<file path="src/hdl/bert_pkg.sv">
/*
  Package for the bit and block error meter: register offsets, field positions, reset values,
  the PRBS reference polynomial, run length and timing counts.
  Assumes a 125 MHz system clock and a plain address/strobe register port.
*/
package bert_pkg;
  localparam int ADDR_W = 4;
  localparam logic [3:0] OFS_CTRL = 4'h0;
  localparam logic [3:0] OFS_MAX_BITS = 4'h1;
  localparam logic [3:0] OFS_MAX_ERRS = 4'h2;
  localparam logic [3:0] OFS_TIMEOUT = 4'h3;
  localparam logic [3:0] OFS_CMD = 4'h4;
  localparam logic [3:0] OFS_STATUS = 4'h5;
  localparam logic [3:0] OFS_COUNT = 4'h6;
  localparam logic [3:0] OFS_ERRS = 4'h7;
  localparam logic [3:0] OFS_FIN_COUNT = 4'h8;
  localparam logic [3:0] OFS_FIN_ERRS = 4'h9;
  localparam logic [3:0] OFS_MAX_BLOCKS = 4'ha;
  // Control register fields.
  localparam int CTRL_QUAL_LSB = 0;
  localparam int CTRL_RUN_LSB = 2;
  localparam int CTRL_RESTART_EN = 4;
  localparam int CTRL_CONTINUOUS = 5;
  localparam int CTRL_INVERT = 6;
  localparam int CTRL_CLK_FALL = 7;
  localparam int CTRL_BLOCK_MODE = 8;
  localparam logic [31:0] CTRL_RESET = 32'h0000_0020;
  // Command register fields.
  localparam int CMD_START = 0;
  localparam int CMD_STOP = 1;
  // Qualify and run-ignore selections.
  localparam logic [1:0] QUAL_UNUSED = 2'h0;
  localparam logic [1:0] QUAL_HIGH = 2'h1;
  localparam logic [1:0] QUAL_LOW = 2'h2;
  localparam logic [1:0] RUN_OFF = 2'h0;
  localparam logic [1:0] RUN_ONES = 2'h1;
  localparam logic [1:0] RUN_ZEROS = 2'h2;
  // Stop causes.
  localparam logic [1:0] CAUSE_NONE = 2'h0;
  localparam logic [1:0] CAUSE_USER = 2'h1;
  localparam logic [1:0] CAUSE_COUNT = 2'h2;
  localparam logic [1:0] CAUSE_ERRORS = 2'h3;
  localparam logic [1:0] CAUSE_TIMEOUT = 2'h0;
  // Run detector depth and PRBS9 reference.
  localparam int RUN_LEN = 32;
  localparam int PRBS_W = 9;
  localparam int PRBS_TAP = 4;
  localparam logic [8:0] PRBS_SEED = 9'h1ff;
  localparam int SYNC_BITS = 16;
  // Reset values.
  localparam logic [31:0] MAX_BITS_RESET = 32'h0098_9680;
  localparam logic [31:0] MAX_ERRS_RESET = 32'h0001_86a0;
  localparam logic [31:0] MAX_BLOCKS_RESET = 32'h0001_86a0;
  localparam logic [31:0] TIMEOUT_RESET = 32'h0000_0064;
  // Timeout unit is one millisecond.
  localparam int CLK_MHZ = 125;
  localparam int MS_US = 1000;
  localparam int MS_CYCLES = CLK_MHZ * MS_US;
  // Periodic update of published single-mode results, in microseconds.
  localparam int UPDATE_US = 100;
  localparam int UPDATE_CYCLES = CLK_MHZ * UPDATE_US;
endpackage

</file>
<file path="src/hdl/bert_res_if.sv">
/*
  Interface carrying the published result words from the meter core to its result store.
  Assumes both ends run on sys_clk.
*/
`timescale 1ns/100ps
interface bert_res_if;
  logic wr;
  logic [31:0] count;
  logic [31:0] errs;
  logic [31:0] fin_count;
  logic [31:0] fin_errs;
  modport src (output wr, output count, output errs);
  modport store (input wr, input count, input errs, output fin_count, output fin_errs);
endinterface

</file>
<file path="src/hdl/bert_result_store.sv">
/*
  Result store: holds the last published counts so they stay readable after a measurement.
  Assumes writes come from the meter core on sys_clk.
*/
`timescale 1ns/100ps
module bert_result_store (
  // Clock and reset
  input wire logic sys_clk,
  input wire logic resetn,
  // Results
  bert_res_if.store res
);
  always_ff @(posedge sys_clk or negedge resetn) begin
    if (!resetn) begin
      res.fin_count <= 32'h0;
      res.fin_errs <= 32'h0;
    end else if (res.wr) begin
      res.fin_count <= res.count;
      res.fin_errs <= res.errs;
    end
  end
endmodule

</file>
<file path="src/hdl/bit_block_error_meter.sv">
/*
  Bit and block error meter core: qualifies, run-filters and checks a serial stream against a
  PRBS reference, counts bits or blocks and errors, and stops on limits, timeout or user stop.
  Assumes the bit clock, data, qualify, restart and block strobes arrive asynchronously on pins.
*/
// Chosen here: the address map and the strobed register port.
// Summary of operation
// - Qualify option unused: every bit is evaluated, qualify input ignored.
// - Active-low qualify evaluates bits while low; active-high while high.
// - Unqualified bits freeze run detector and PRBS reference; resume later.
// - Run-ignore excludes runs of 32 or more ones or zeros as selected.
// - PRBS reference keeps advancing through ignored runs.
// - Run-ignore adds 32 bits of latency before synchronisation.
// - Restart with run-ignore ends interval at once, dropping the 32 held bits.
// - Qualification precedes run-ignore; unqualified bits never reach the detector.
// - A configurable time limit ends the measurement.
// - Block error rate is faulty blocks over checked blocks.
// - Running checked and error counts are readable during measurement.
// - Stop on block limit, error limit or user stop; record the cause.
// - Final counts stay readable after termination.
// - Continuous mode restarts immediately after any termination except a user stop.
// - Continuous mode shows intermediate results only in the first run.
// - Single mode starts only on trigger and ends without restarting.
// - Single mode refreshes published counts periodically while running.
// - Restart rising edge closes interval; falling edge opens next and resyncs.
// - Partial interval counts add up until a limit is reached or exceeded.
// - Excluded bits do not advance the checked-bit counter.
`timescale 1ns/100ps
module bit_block_error_meter (
  // Clock and reset
  input wire logic sys_clk,
  input wire logic resetn,
  // Register port
  input wire logic [3:0] reg_addr,
  input wire logic [31:0] reg_wdata,
  input wire logic reg_wr,
  input wire logic reg_rd,
  output logic [31:0] reg_rdata,
  // Link pins from the device under test
  input wire logic bit_clk,
  input wire logic bit_data,
  input wire logic qualify,
  input wire logic restart,
  input wire logic block_done,
  input wire logic block_bad,
  // Status pins
  output logic running,
  output logic in_sync
);
  typedef enum logic [1:0] {IDLE, RUN, HOLD} meas_e;
  meas_e state;
  logic [31:0] ctrl;
  logic [31:0] max_bits;
  logic [31:0] max_errs;
  logic [31:0] max_blocks;
  logic [31:0] timeout_ms;
  logic [1:0] stop_cause;
  logic [31:0] count;
  logic [31:0] errs;
  logic first_run;
  logic [2:0] clk_s, dat_s, qual_s, rst_s, bd_s, bb_s;
  logic clk_edge, rst_rise, rst_fall, blk_evt;
  logic interval_open;
  localparam int RUN_LEN_W = 6;
  logic [RUN_LEN_W-1:0] run_len;
  logic [31:0] dly_data;
  logic [31:0] dly_valid;
  logic [5:0] fill;
  logic [8:0] prbs;
  logic [4:0] sync_cnt;
  logic [31:0] ms_div;
  logic [31:0] ms_cnt;
  logic [31:0] upd_div;
  logic start_req, stop_req;
  logic bit_ok, out_bit, out_valid, mismatch, limit_hit, timed_out, end_meas;
  logic [1:0] next_cause;
  bert_res_if res ();

  // Two flip-flops then an edge stage per pin; only stage 1 and 2 are read by logic.
  always_ff @(posedge sys_clk or negedge resetn) begin
    if (!resetn) begin
      clk_s <= 3'h0;
      dat_s <= 3'h0;
      qual_s <= 3'h0;
      rst_s <= 3'h0;
      bd_s <= 3'h0;
      bb_s <= 3'h0;
    end else begin
      clk_s <= {clk_s[1:0], bit_clk};
      dat_s <= {dat_s[1:0], bit_data};
      qual_s <= {qual_s[1:0], qualify};
      rst_s <= {rst_s[1:0], restart};
      bd_s <= {bd_s[1:0], block_done};
      bb_s <= {bb_s[1:0], block_bad};
    end
  end

  // Data and qualify are taken on the chosen bit clock edge.
  assign clk_edge = ctrl[bert_pkg::CTRL_CLK_FALL] ? (clk_s[2] & ~clk_s[1])
                                                  : (~clk_s[2] & clk_s[1]);
  assign rst_rise = ctrl[bert_pkg::CTRL_RESTART_EN] & ~rst_s[2] & rst_s[1];
  assign rst_fall = ctrl[bert_pkg::CTRL_RESTART_EN] & rst_s[2] & ~rst_s[1];
  assign blk_evt = ~bd_s[2] & bd_s[1];

  always_comb begin
    case (ctrl[bert_pkg::CTRL_QUAL_LSB +: 2])
      bert_pkg::QUAL_UNUSED: bit_ok = 1'b1;
      bert_pkg::QUAL_HIGH: bit_ok = qual_s[1];
      bert_pkg::QUAL_LOW: bit_ok = ~qual_s[1];
      default: bit_ok = 1'b1;
    endcase
  end

  // Only qualified bits enter the run detector; nothing moves otherwise.
  logic take;
  assign take = clk_edge & bit_ok & interval_open & (state == RUN);
  logic din;
  assign din = dat_s[1] ^ ctrl[bert_pkg::CTRL_INVERT];
  logic run_on;
  assign run_on = ctrl[bert_pkg::CTRL_RUN_LSB +: 2] != bert_pkg::RUN_OFF;
  logic run_val;
  assign run_val = ctrl[bert_pkg::CTRL_RUN_LSB +: 2] == bert_pkg::RUN_ONES;

  // Run detector: a 32-bit delay line, each bit flagged valid until a long run covers it.
  always_ff @(posedge sys_clk or negedge resetn) begin
    if (!resetn) begin
      dly_data <= 32'h0;
      dly_valid <= 32'h0;
      fill <= 6'h0;
      run_len <= '0;
    end else if (rst_rise || start_req) begin
      dly_valid <= 32'h0;
      fill <= 6'h0;
      run_len <= '0;
    end else if (take && run_on) begin
      dly_data <= {dly_data[30:0], din};
      if (din == run_val) begin
        run_len <= (run_len == 6'(bert_pkg::RUN_LEN)) ? run_len : run_len + 6'h1;
      end else begin
        run_len <= '0;
      end
      // Once the run reaches 32, all bits of it held in the line are struck out.
      if (din == run_val && run_len >= 6'(bert_pkg::RUN_LEN - 1)) begin
        dly_valid <= 32'h0;
      end else begin
        dly_valid <= {dly_valid[30:0], 1'b1};
      end
      if (fill != 6'(bert_pkg::RUN_LEN)) begin
        fill <= fill + 6'h1;
      end
    end
  end

  always_comb begin
    if (run_on) begin
      out_bit = dly_data[31];
      out_valid = take && fill == 6'(bert_pkg::RUN_LEN) && dly_valid[31];
    end else begin
      out_bit = din;
      out_valid = take;
    end
  end
  logic out_step;
  assign out_step = run_on ? (take && fill == 6'(bert_pkg::RUN_LEN)) : take;

  // PRBS9 reference; self-seeds from received bits until in sync, then free runs per bit.
  logic prbs_fb;
  assign prbs_fb = prbs[8] ^ prbs[bert_pkg::PRBS_TAP];
  assign mismatch = out_valid && in_sync && (out_bit != prbs_fb);
  always_ff @(posedge sys_clk or negedge resetn) begin
    if (!resetn) begin
      prbs <= bert_pkg::PRBS_SEED;
      sync_cnt <= 5'h0;
      in_sync <= 1'b0;
    end else if (rst_fall || start_req) begin
      sync_cnt <= 5'h0;
      in_sync <= 1'b0;
    end else if (out_step) begin
      if (!in_sync) begin
        prbs <= {prbs[7:0], out_bit};
        sync_cnt <= (out_valid && out_bit == prbs_fb) ? sync_cnt + 5'h1 : 5'h0;
        in_sync <= sync_cnt == 5'(bert_pkg::SYNC_BITS - 1);
      end else begin
        prbs <= {prbs[7:0], prbs_fb};
      end
    end
  end

  // Interval gate for external restart.
  always_ff @(posedge sys_clk or negedge resetn) begin
    if (!resetn) begin
      interval_open <= 1'b1;
    end else if (!ctrl[bert_pkg::CTRL_RESTART_EN] || start_req) begin
      interval_open <= 1'b1;
    end else if (rst_rise) begin
      interval_open <= 1'b0;
    end else if (rst_fall) begin
      interval_open <= 1'b1;
    end
  end

  // Register port writes.
  assign start_req = reg_wr && reg_addr == bert_pkg::OFS_CMD && reg_wdata[bert_pkg::CMD_START];
  assign stop_req = reg_wr && reg_addr == bert_pkg::OFS_CMD && reg_wdata[bert_pkg::CMD_STOP];
  always_ff @(posedge sys_clk or negedge resetn) begin
    if (!resetn) begin
      ctrl <= bert_pkg::CTRL_RESET;
      max_bits <= bert_pkg::MAX_BITS_RESET;
      max_errs <= bert_pkg::MAX_ERRS_RESET;
      max_blocks <= bert_pkg::MAX_BLOCKS_RESET;
      timeout_ms <= bert_pkg::TIMEOUT_RESET;
    end else if (reg_wr) begin
      case (reg_addr)
        bert_pkg::OFS_CTRL: ctrl <= reg_wdata;
        bert_pkg::OFS_MAX_BITS: max_bits <= reg_wdata;
        bert_pkg::OFS_MAX_ERRS: max_errs <= reg_wdata;
        bert_pkg::OFS_MAX_BLOCKS: max_blocks <= reg_wdata;
        bert_pkg::OFS_TIMEOUT: timeout_ms <= reg_wdata;
        default: ;
      endcase
    end
  end

  // Termination: block mode counts blocks, bit mode counts checked bits.
  logic blk_mode;
  assign blk_mode = ctrl[bert_pkg::CTRL_BLOCK_MODE];
  assign limit_hit = (count >= (blk_mode ? max_blocks : max_bits)) && count != 32'h0;
  assign timed_out = timeout_ms != 32'h0 && ms_cnt >= timeout_ms;
  always_comb begin
    next_cause = bert_pkg::CAUSE_NONE;
    if (stop_req) begin
      next_cause = bert_pkg::CAUSE_USER;
    end else if (errs >= max_errs && errs != 32'h0) begin
      next_cause = bert_pkg::CAUSE_ERRORS;
    end else if (limit_hit) begin
      next_cause = bert_pkg::CAUSE_COUNT;
    end
  end
  assign end_meas = state == RUN && (stop_req || next_cause != bert_pkg::CAUSE_NONE || timed_out);

  always_ff @(posedge sys_clk or negedge resetn) begin
    if (!resetn) begin
      state <= IDLE;
      stop_cause <= bert_pkg::CAUSE_NONE;
      first_run <= 1'b1;
    end else begin
      case (state)
        IDLE, HOLD: begin
          if (start_req) begin
            state <= RUN;
            stop_cause <= bert_pkg::CAUSE_NONE;
            first_run <= 1'b1;
          end
        end
        RUN: begin
          if (end_meas) begin
            stop_cause <= next_cause;
            first_run <= 1'b0;
            // A user stop always halts; other causes rerun in continuous mode.
            state <= (ctrl[bert_pkg::CTRL_CONTINUOUS] && !stop_req) ? RUN : HOLD;
          end
        end
        default: state <= IDLE;
      endcase
    end
  end

  // Counters clear at every start and every continuous restart.
  always_ff @(posedge sys_clk or negedge resetn) begin
    if (!resetn) begin
      count <= 32'h0;
      errs <= 32'h0;
    end else if (start_req || end_meas) begin
      count <= 32'h0;
      errs <= 32'h0;
    end else if (state == RUN && blk_mode) begin
      if (blk_evt) begin
        count <= count + 32'h1;
        errs <= errs + {31'h0, bb_s[1]};
      end
    end else if (state == RUN && out_valid && in_sync) begin
      count <= count + 32'h1;
      errs <= errs + {31'h0, mismatch};
    end
  end

  // Millisecond timebase for the timeout and a periodic publish tick.
  always_ff @(posedge sys_clk or negedge resetn) begin
    if (!resetn) begin
      ms_div <= 32'h0;
      ms_cnt <= 32'h0;
    end else if (state != RUN || end_meas) begin
      ms_div <= 32'h0;
      ms_cnt <= 32'h0;
    end else if (ms_div == 32'(bert_pkg::MS_CYCLES - 1)) begin
      ms_div <= 32'h0;
      ms_cnt <= ms_cnt + 32'h1;
    end else begin
      ms_div <= ms_div + 32'h1;
    end
  end
  logic upd_tick;
  assign upd_tick = upd_div == 32'(bert_pkg::UPDATE_CYCLES - 1);
  always_ff @(posedge sys_clk or negedge resetn) begin
    if (!resetn) begin
      upd_div <= 32'h0;
    end else begin
      upd_div <= upd_tick ? 32'h0 : upd_div + 32'h1;
    end
  end

  // Publish: final values always; intermediate ones in single mode or the first continuous run.
  logic pub_mid;
  assign pub_mid = upd_tick && state == RUN && !end_meas
                   && (!ctrl[bert_pkg::CTRL_CONTINUOUS] || first_run);
  assign res.wr = end_meas || pub_mid;
  assign res.count = count;
  assign res.errs = errs;
  bert_result_store store (
    .sys_clk(sys_clk),
    .resetn(resetn),
    .res(res)
  );

  always_ff @(posedge sys_clk or negedge resetn) begin
    if (!resetn) begin
      reg_rdata <= 32'h0;
      running <= 1'b0;
    end else begin
      running <= state == RUN;
      reg_rdata <= 32'h0;
      if (reg_rd) begin
        case (reg_addr)
          bert_pkg::OFS_CTRL: reg_rdata <= ctrl;
          bert_pkg::OFS_MAX_BITS: reg_rdata <= max_bits;
          bert_pkg::OFS_MAX_ERRS: reg_rdata <= max_errs;
          bert_pkg::OFS_MAX_BLOCKS: reg_rdata <= max_blocks;
          bert_pkg::OFS_TIMEOUT: reg_rdata <= timeout_ms;
          bert_pkg::OFS_STATUS: reg_rdata <= {27'h0, in_sync, state == RUN, stop_cause, 1'b0};
          bert_pkg::OFS_COUNT: reg_rdata <= count;
          bert_pkg::OFS_ERRS: reg_rdata <= errs;
          bert_pkg::OFS_FIN_COUNT: reg_rdata <= res.fin_count;
          bert_pkg::OFS_FIN_ERRS: reg_rdata <= res.fin_errs;
          default: reg_rdata <= 32'h0;
        endcase
      end
    end
  end
endmodule
</file>
<file path="config.mk">
export PLATFORM = sky130hd
export DESIGN_NAME = bit_block_error_meter
export DESIGN_NICKNAME = d
export VERILOG_FILES = /design/src/hdl/bert_pkg.sv /design/src/hdl/bert_res_if.sv /design/src/hdl/bert_result_store.sv /design/src/hdl/bit_block_error_meter.sv
export SDC_FILE = /design/constraint.sdc
export NUM_CORES = 1
export LEC_CHECK = 0
export ABC_AREA = 1
export CORE_AREA = 4 4 191 378
export CTS_CLUSTER_SIZE = 14
export DETAILED_ROUTE_END_ITERATION = 12
export DIE_AREA = 0 0 195 382
export DONT_BUFFER_PORTS = 1
export PLACE_DENSITY_LB_ADDON = 0.1
export SETUP_SLACK_MARGIN = 0.1
export SLEW_MARGIN = 20
export SYNTH_ARGS = -nofsm -noshare
export SYNTH_HDL_FRONTEND = slang
export SYNTH_SLANG_ARGS = --single-unit
</file>
<file path="constraint.sdc">
create_clock -name sys_clk -period 6.9 [get_ports sys_clk]
set_input_delay 1.38 -clock sys_clk [delete_from_list [all_inputs] [get_ports sys_clk]]
set_output_delay 1.38 -clock sys_clk [all_outputs]
set_load 0.05 [all_outputs]
</file>
==> results.toml, run 1 <==
[cts]
clk_pin_slew_ps = 70
cts_tree = "done"
cts_resized = 0
cts-root-buf = "clkbuf_16"
postCtsSetupBuffers = 0
cts_made_buffers = 52
cts_sinks = 529
clkLatencyLatePin_ps = 640
cts.path.max_buffers = 3
hold_buffers = 0
htreeDepth = 2

[route]
met2_length_mm = 47.91
route.met3.wl_mm = 3.548
drc_errors = 0
wl_met1_mm = 32.70
drtAntennaViolNets = 0
top_layer = "met5"
vias_per_cell = 5.316
drtPass1Iterations = 6
vias = 22329
drt-initial-drc-count = 1229
post_drt_wl_per_cell_microns = 21.17
wl_mm = 88.90

[logic_synthesis]
ys_types = 61
synth-seq-cells = 529
synthCells = 3297
synth_top_cell_area_share = 0.4507
ys_seq_area_frac = 0.4842
ys_top_cells_by_area = "dfrtp_1 (45%), nand2_1 (10%), inv_1 (6.3%), ha_1 (5.1%), o21ai_0 (4.9%)"
ys_async_sr_fraction = 1.000
yosys_warnings = 0
syn_area_per_cell_sq_um = 8.320
synth_edf_count = 0
syn-num-nets = 3454
syn_area_sq_um = 27430
synth.largest_area_cell = "dfrtp_1"
synth_flop_cell = "dfrtp_1"

[sta]
slew_headroom = 0.3012
rsz0062_at_grt = "false"
fin_crit_sh = 0.6256
worst_pin_slew_ps = 1045
slew_violations = 0
fmax_mhz = 231.6
layout_min_cycle_time_ps = 4317
finalSetupViolations = 0
fin_skew_ps = 33.47
hold_viol = 0
finalSetupTns_ps = 0

[worst_setup_path]
cp_num_cells = 15
cp_slowest_stage_delay_ps = 810
crit_top_cell = "nand2_1"
r2r-start = "ctrl[8]"
worstPathMaxFanout = 87
crit_end = "store.res.fin_errs[21]"
cp.buffers_inverters = 2
worstRegToRegCells = 15
crit_type = "flip-flop to flip-flop"
rrSetupSlack_ps = 2580
cp-startpoint = "ctrl[8]"
worst_path_dominant_cell_family = "simple AND/OR/NAND/NOR gates"
cp-end-kind = "flip-flop"
crit_chain = "buf_4 -> o21ai_0 -> ha_1 -> nand2_1 -> nor2_1 -> nand4_1 -> nor2_1 -> nand2_1 -> a21oi_1 -> nor2_2 -> nand2_1 -> nand2_4 -> nand2_8 -> buf_4 -> o21ai_0"
r2r-end = "store.res.fin_errs[21]"
startpoint_type = "flip-flop"
cp.arrival_ps = 4820
slowest_stage = "dfrtp_2"
cp.required_ps = 7400

[floorplanning]
rows = 136
chipWidth_microns = 195
die-area_sq_um = 74490
core_sq_um = 69090
initial_utilization = 0.3970
ios = 80
dieHeight_microns = 382

[worst_hold_path]
worstHoldPathType = "flip-flop to flip-flop"
worstHoldStart = "bd_s[0]"

[job]
max_cap_viol_count = 0

[global_routing]
overflow = 0
antenna_found_initial = 3
grt_pass1_wl_mm = 136.2
grt_max_degree = 530
grt_usage = 0.2354
grt_pass1_vias = 22775

[final_layout]
final_common_cell = "nand2_1"
layout-drive-gt1-share = 0.07781
final_cell_mix = "nand2_1 (742), dfrtp_1 (493), inv_1 (464), nor2_1 (287), o21ai_0 (270)"
nets = 3418
areaGrowthSynthToFinish_pct = 9.921
fin_area_sq_um = 30150
multi_input_area_sq_um = 11860
seq_area_sq_um = 13280
antennaDiodeCount = 0
fillers = 7026

[placement]
gp_congestion = 0.9040
place_area_sq_um = 28200
port_buffers = 0
dpl.hpwl_mm = 62.90

[power_and_ir_drop]
total_power_mw = 9.806
vdd_drop_max_uv = 232.8
powerDensity_nw_per_um2 = 325.2
p_leak_nw = 13.80

[outcome]
status = "complete, no violations"
-- metal layers --
layer	track usage	vias to the layer above
li1	-	10681
met5	0	-
met2	0.4429	555
met1	0.2601	10899
met4	0.1086	2
met3	0.03126	192
-- logic make-up after synthesis --
group / Yosys count / synth area share
AOI/OAI and AO/OA: 577 / 0.1257
xor gates and xnor gates: 109 / 0.03480
adders and majority gates: 111 / 0.05063
buffers and inverters: 589 / 0.08562
DFF: 529 / 0.4842
muxes: 10 / 0.003649
and+or+nand+nor: 1372 / 0.2154
-- worst min path at each step --
| stage | cells after the start | slack (ps) | to |
|---|---|---|---|
| 2_1_floorplan | 0 | 330 | bb_s[1] |
| 3_3_place_gp | 0 | 340 | rst_s[1] |
| 3_5_place_dp | 0 | 340 | rst_s[1] |
| 4_1_cts | 0 | 360 | bd_s[1] |
| 5_1_grt | 0 | 370 | bd_s[1] |
| 6_report | 0 | 350 | bd_s[1] |
-- cell type report --
class	count	share of cell area
clock buffer	73	0.04984
timing repair buffer	25	0.008216
clock inverter	23	0.01195
sequential	529	0.4405
inverter	474	0.05901
tap	897	0.03722
multi-input combinational	2179	0.3932
-- stage by stage --
step                utilization  hold slack, ps  setup WS (ps)  instances
finish                   0.4364           351.4           2583       4200
global route             0.4364           367.1           2275       4200
CTS                      0.4351           356.6           2228       4197
detailed placement       0.4081           343.2           2257       4101
global placement         0.4081           339.8           2281       4101
floorplan                     -           331.2           3874       3297
-- synthesized netlist by cell type, types with 19 or more instances --
library cell  number
a21oi_1           83
a221oi_1          33
a41oi_1           19
clkbuf_1          87
dfrtp_1          494
dfstp_2           35
ha_1             111
inv_1            464
nand2_1          747
nand2_2           30
nand3_1           90
nand4_1           59
nor2_1           291
nor3_1            64
nor4_1            44
o21ai_0          270
o21ai_2           36
o22ai_1           87
xnor2_1           23
xor2_1            86
-- worst register-to-register path: stages, from the launching register on --
cell and delay [ps]:
dfrtp_2 810, buf_4 430, o21ai_0 170, ha_1 310, nand2_1 70, nor2_1 150, nand4_1 210, nor2_1 160
nand2_1 60, a21oi_1 370, nor2_2 120, nand2_1 140, nand2_4 110, nand2_8 480, buf_4 490, o21ai_0 120
-- where the power goes --
group	leakage (nW)	internal, mW	switching (mW)
clock network	0.914	1.86	1.31
logic	5.96	0.775	1.35
registers	6.92	3.68	0.829
total	13.8	6.31	3.49
Power figures use the tool's default switching activity.
==> inputs of run 2 (changes only) <==
- ABC_AREA: 1 -> 0
- CORE_AREA: 4 4 191 378 -> 4 4 187 371
- DIE_AREA: 0 0 195 382 -> 0 0 191 375
- clock period: 6.9 -> 3.6 ns (I/O delays scaled with it)
==> run 2 against run 1 <==
  * The flow now finishes with violations (hold timing, slew limit, setup timing)
  * Sequential power rose by 80%
  * Combinational power rose by 140%
  * First-iteration DRC count barely moved
  * Hold slack got worse by 520 ps
  * Maximum frequency rose by 18%
  * Flip-flop and latch count did not move
  * Critical endpoint is now store.res.fin_count[6]
==> results.toml, run 2 <==
[outcome]
status = "finished, violations left"
failed_checks = "hold timing, slew limit, setup timing"

[worst_setup_path]
cp_slowest_stage_delay_ps = 550
crit_type = "flip-flop to flip-flop"
slowest_stage = "or4_4"
crit_top_cell = "buf_4"
worstPathMaxFanout = 20
crit_chain = "buf_12 -> mux2i_4 -> ha_4 -> nand4_1 -> or4_4 -> o21a_1 -> nor2_2 -> buf_4 -> nor4b_2 -> buf_4 -> a31oi_4 -> buf_4 -> buf_12 -> mux2_2"
startpoint_type = "flip-flop"
cp.buffers_inverters = 5
worst_path_dominant_cell_family = "simple AND/OR/NAND/NOR gates"
rrSetupSlack_ps = -70
r2r-start = "ctrl[8]"
cp-startpoint = "ctrl[8]"
cp.arrival_ps = 4150
cp-end-kind = "flip-flop"
cp.required_ps = 4080

[logic_synthesis]
synth-compound-area-share = 0.09820
synthAdderAreaFrac = 0.05266
yosys_warnings = 0
syn_area_sq_um = 26370
synthMuxAreaShare = 0.1260
synthSimpleGateAreaFrac = 0.1344
synth_edf_count = 0
synth_common_cells = "dfrtp_1 (494), mux2_2 (251), nand2_1 (123)"
synth_top_family_by_area = "simple AND/OR/NAND/NOR gates"
synth_top_cell_area_share = 0.4687
synth.largest_area_cell = "dfrtp_1"
synth-xor-area-share = 0.05048
syn_area_per_cell_sq_um = 11.48
synth-seq-cells = 529
ys_types = 73
synthCells = 2298
synth_most_common_cell = "dfrtp_1"
syn-num-nets = 2455
ys_async_sr_fraction = 1.000
ys_seq_area_frac = 0.5036
ys_top_cells_by_area = "dfrtp_1 (47%), mux2_2 (11%), ha_1 (5.3%), dfstp_2 (3.5%), xor2_1 (2.9%)"
synth_flop_cell = "dfrtp_1"

[final_layout]
final_cell_mix = "dfrtp_1 (493), mux2_2 (250), buf_4 (148), nand2_1 (118), nor2_1 (113)"
final_common_cell = "dfrtp_1"
fin_util = 0.4620
areaGrowthSynthToFinish_pct = 16.59
final_cells = 3338
layout-drive-gt1-share = 0.2713
nets = 2566
fillers = 6185

[floorplanning]
core_sq_um = 66560
die-area_sq_um = 71630
dieHeight_microns = 375
ios = 80
chipWidth_microns = 191
rows = 134
initial_utilization = 0.3962

[cts]
htreeDepth = 2
cts_tree = "done"
cts.path.max_buffers = 3
cts_sinks = 529
clk_pin_slew_ps = 70
cts-root-buf = "clkbuf_16"
clkLatencyLatePin_ps = 620
cts_made_buffers = 52

[global_routing]
grt_usage = 0.2392
grt_pass1_vias = 20359
grt_max_degree = 530
grt_pass1_wl_mm = 129.7
antenna_found_initial = 5
overflow = 0

[sta]
hold_slack_ps = -169.4
setup_slack_ps = -66.24
finalSetupViolations = 84
hold_viol = 25
fmax_mhz = 272.8
worst_pin_slew_ps = 3232
layout_min_cycle_time_ps = 3666
rsz0062_at_grt = "true"
fin_skew_ps = 38.74
slew_violations = 418
fin_crit_sh = 1.018
slew_headroom = -1.155

[job]
max_cap_viol_count = 0

[placement]
dpl.hpwl_mm = 60.91
dp.cells = 3227
port_buffers = 0
gp_congestion = 0.8799

[route]
top_layer = "met5"
drtPass1Iterations = 5
wl_met1_mm = 31.17
post_drt_wl_per_cell_microns = 26.20
vias = 19366
drtAntennaViolNets = 0
drc_errors = 0
route.met3.wl_mm = 3.672
wl_mm = 87.47
vias_per_cell = 5.802
met2_length_mm = 46.90
drt-initial-drc-count = 1230

[worst_hold_path]
worstHoldPathType = "input pin to asynchronous set/reset pin"

[power_and_ir_drop]
power_frac_comb = 0.268
clockPowerShare = 0.306
p_sw_frac = 0.3263
netSwitchingPower_mw = 6.220
vdd_drop_max_uv = 365.4
p_seq_frac = 0.426
p_leak_nw = 13.55
intPower_mw = 12.84
powerDensity_nw_per_um2 = 620.0
==> run 2: cell count changes in the layout (fill, tap and decap cells not counted), moves of 42 or more <==
cell	previous run	this run
nand2_1	742	118
inv_1	464	100
mux2_2	0	250
o21ai_0	270	45
nor2_1	287	113
buf_4	22	148
o22ai_1	87	8
a22oi_1	0	63
a22o_1	0	51
nor3_2	2	53
nor3_1	64	20
and3_1	1	43
==> run 2: routing by layer <==
| metal | GRT usage | vias to the layer above |
|---|---|---|
| met2 | 0.4421 | 532 |
| met4 | 0.1284 | 2 |
| li1 | - | 8629 |
| met3 | 0.03539 | 239 |
| met5 | 0 | - |
| met1 | 0.2591 | 9964 |
==> run 2: kinds of logic after synthesis <==
family / count (synthesis)
AO/OA/AOI/OAI: 352
flip-flops: 529
AND/OR/NAND/NOR: 638
XOR/XNOR: 152
buffers and inverters: 216
adder cells (fa/ha/maj): 111
multiplexers: 300
==> run 2: area by class of cell <==
cell class | count | area, sq um | share of cell area
Antenna cell | 3 | 7.507 | 0.0002441
Clock buffer | 77 | 1515 | 0.04927
Clock inverter | 19 | 281.5 | 0.009155
Inverter | 101 | 379.1 | 0.01233
Multi-Input combinational cell | 1553 | 12580 | 0.4090
Sequential cell | 529 | 13280 | 0.4319
Tap cell | 884 | 1106 | 0.03597
Timing Repair Buffer | 172 | 1603 | 0.05212
==> run 2: power by group through the flow <==
| stage | Sequential [mW] | Clock (mW) | Combinational, mW |
|---|---|---|---|
| final | 8.13 | 5.83 | 5.10 |
| after detailed placement | 8.18 | 0 | 4.74 |
| after global routing | 8.23 | 6.19 | 5.51 |
| after CTS | 8.10 | 5.99 | 4.91 |
| after floorplan | 7.92 | 0 | 2.81 |
| after global placement | 8.15 | 0 | 4.65 |
==> run 2: what timing repair did <==
action,4_1_cts,5_1_grt
setup endpoints to repair,195,193
cloned,0,4
pin swaps,1,4
setup buffers,0,8
resized for setup,28,29
endpoints found under the hold margin,494,494
==> run 2: through the flow <==
stage          TNS [ps]  instance area, sq um  setup WS (ps)  power, mW  hold WS, ps
2_1_floorplan         0                 26380          121.3      10.74        331.2
5_1_grt          -15800                 30750         -152.7      19.93       -196.5
3_5_place_dp     -33500                 28450         -368.3      12.91        339.4
4_1_cts          -62.36                 30410         -14.76      19.00       -202.2
3_3_place_gp     -31940                 28450         -377.7      12.80        336.8
6_report          -2477                 30750         -66.24      19.06       -169.4
==> run 2: worst reg2reg max path, cell delays in order, from the launching register on <==
cell and delay, ps:
dfrtp_2 440, buf_12 250, mux2i_4 380, ha_4 170, nand4_1 180, or4_4 550
o21a_1 210, nor2_2 110, buf_4 120, nor4b_2 40, buf_4 180, a31oi_4 210
buf_4 150, buf_12 170, mux2_2 380
==> run 2: path summary, 6_finish.rpt <==
kind | to | cells after the start
worst max register to register | store.res.fin_count[6] | 14
max in group asynchronous | dly_valid[27] | 0
min in group sys_clk | rst_s[0] | 0
worst min register to register | rst_s[1] | 0
worst max-delay path | store.res.fin_count[6] | 14
worst min-delay path | ms_div[3] | 0
==> inputs of run 3 (changes only) <==
- CORE_AREA: 4 4 187 371 -> 4 4 215 427
- DIE_AREA: 0 0 191 375 -> 0 0 219 431
==> run 3 against run 2 <==
  * The flow now finishes without violations
  * First-iteration DRC count fell by 6.4%
  * Clock-buffer cell count rose by 2
  * Sequential power rose by 1%
  * Register-to-register slack improved by 110 ps
  * Cell area rose by 2.4%
  * Global-route usage fell by 4.0 points
  * Routed wire length rose by 9.5%
  * Critical path depth fell by 1
  * Via count barely moved
  * Largest cell class unchanged
  * Largest power group unchanged
  * Highest routed layer is now met4
==> results.toml, run 3 (synthesized netlist as in run 2, its figures left out) <==
[outcome]
status = "complete, no violations"

[worst_setup_path]
crit_type = "flip-flop to flip-flop"
cp_slowest_stage_delay_ps = 610
rrSetupSlack_ps = 40
cp.arrival_ps = 4070
worstPathMaxFanout = 16
crit_chain = "buf_12 -> mux2i_1 -> ha_1 -> nand4_1 -> or4_4 -> nor4_4 -> buf_4 -> nor4b_2 -> buf_4 -> a31oi_4 -> buf_12 -> buf_12 -> mux2_2"
crit_top_cell = "buf_12"
cp.required_ps = 4110
startpoint_type = "flip-flop"
r2r-start = "ctrl[8]"
cp-end-kind = "flip-flop"
r2r-end = "store.res.fin_errs[5]"
worstRegToRegCells = 13
slowest_stage = "or4_4"

[final_layout]
fin_util = 0.3570
layout-drive-gt1-share = 0.2823
final_common_cell = "dfrtp_1"
fin_area_sq_um = 31500
nets = 2587
areaGrowthSynthToFinish_pct = 19.45
final_cell_mix = "dfrtp_1 (493), mux2_2 (244), buf_4 (160), nand2_1 (118), ha_1 (110)"
final_cells = 3650

[placement]
port_buffers = 0
dp.cells = 3532
gp_congestion = 0.8402
place_area_sq_um = 28980
dpl.hpwl_mm = 67.45
dp_worst_setup_slack_ps = -242.9

[sta]
worst_pin_slew_ps = 1267
rsz0062_at_grt = "true"
setup_slack_ps = 41.65
slew_violations = 0
layout_min_cycle_time_ps = 3558
slew_headroom = 0.1551
hold_slack_ps = 32.84
fin_crit_sh = 0.9884
fmax_mhz = 281.0
finalSetupViolations = 0
finalSetupTns_ps = 0
fin_skew_ps = 34.57
hold_viol = 0

[route]
vias_per_cell = 5.303
drtAntennaViolNets = 0
wl_mm = 95.82
vias = 19357
drtPass1Iterations = 7
drt-initial-drc-count = 1151
post_drt_wl_per_cell_microns = 26.25
drc_errors = 0

[cts]
cts_tree = "done"
cts-root-buf = "clkbuf_16"
cts_sinks = 529
clkLatencyLatePin_ps = 640
htreeDepth = 2
clk_pin_slew_ps = 60
cts_made_buffers = 54
cts.path.max_buffers = 3

[global_routing]
antenna_found_initial = 2
grt_pass1_vias = 20625
grt_pass1_wl_mm = 140.0
grt_usage = 0.1994
grt_max_degree = 530
overflow = 0

[floorplanning]
core_sq_um = 88250
rows = 154
die-area_sq_um = 94390
ios = 80
dieHeight_microns = 431
initial_utilization = 0.2989
chipWidth_microns = 219

[power_and_ir_drop]
p_leak_nw = 13.79
p_seq_frac = 0.416
netSwitchingPower_mw = 6.577
clockPowerShare = 0.315
power_frac_comb = 0.269
p_sw_frac = 0.3332
total_power_mw = 19.74
powerDensity_nw_per_um2 = 626.5
intPower_mw = 13.16
vdd_drop_max_uv = 368.7

[worst_hold_path]
worstHoldPathType = "input pin to asynchronous set/reset pin"

[job]
max_cap_viol_count = 0
[run 3: cell count changes in the layout (fill, tap and decap cells not counted), moves of 7 or more]
cell / previous run / this run
mux2i_1: 32 / 42
nor2_1: 113 / 101
mux2_4: 1 / 8
buf_4: 148 / 160
nor2_2: 4 / 14
[run 3: worst max-delay path by stage]
stage / from / slack [ps] / endpoint / depth (start not counted)
finish: ctrl[8] / 40 / store.res.fin_errs[5] / 13
global route: ctrl[8] / -60 / store.res.fin_count[15] / 13
CTS: errs[19] / 20 / errs[4] / 11
detailed placement: ctrl[8] / -240 / errs[4] / 11
global placement: errs[18] / -230 / store.res.fin_errs[28] / 13
floorplan: ctrl[8] / 120 / store.res.fin_errs[10] / 11
[run 3: routing by layer]
layer  wire (microns)  vias to the layer above  track usage  part of all wire
li1                 -                     8708            -                 -
met1            34020                    10005       0.2094              0.36
met2            51900                      443       0.3764              0.54
met3             3848                      201      0.03110             0.040
met4             6053                        0       0.1049             0.063
met5                0                        -            0                 0
[run 3: what timing repair did]
action | CTS | global route
hold endpoints to repair | 500 | 101
setup endpoints to repair | 193 | 190
resized for setup | 21 | 46
pin swaps | 3 | 1
setup buffers | 1 | 1
gates cloned | 1 | 5
[run 3: worst max-delay path, delay by kind of cell (launching register included)]
kind | cells | cell delay [ps]
compound gates | 1 | 170
fa+ha+maj | 1 | 330
buf+inv | 5 | 900
mux | 2 | 470
flops | 1 | 450
simple gates | 4 | 1100
[run 3: layout make-up]
type	count	area, sq um
fillers	8815	56750
flip-flops and latches	529	13280
multi-input cells	1553	12580
repair buffers	191	1861
clock buffers	79	1617
well taps	1170	1464
inverters	101	379.1
clock inverters	23	314.1
diodes	4	10.01
[run 3: power groups by stage]
stage	clock, mW	sequential, mW	combinational (mW)
CTS	6.45	8.20	5.02
floorplan	0	7.92	2.81
global placement	0	8.29	4.78
finish	6.22	8.21	5.30
global route	6.64	8.31	5.77
detailed placement	0	8.30	4.86
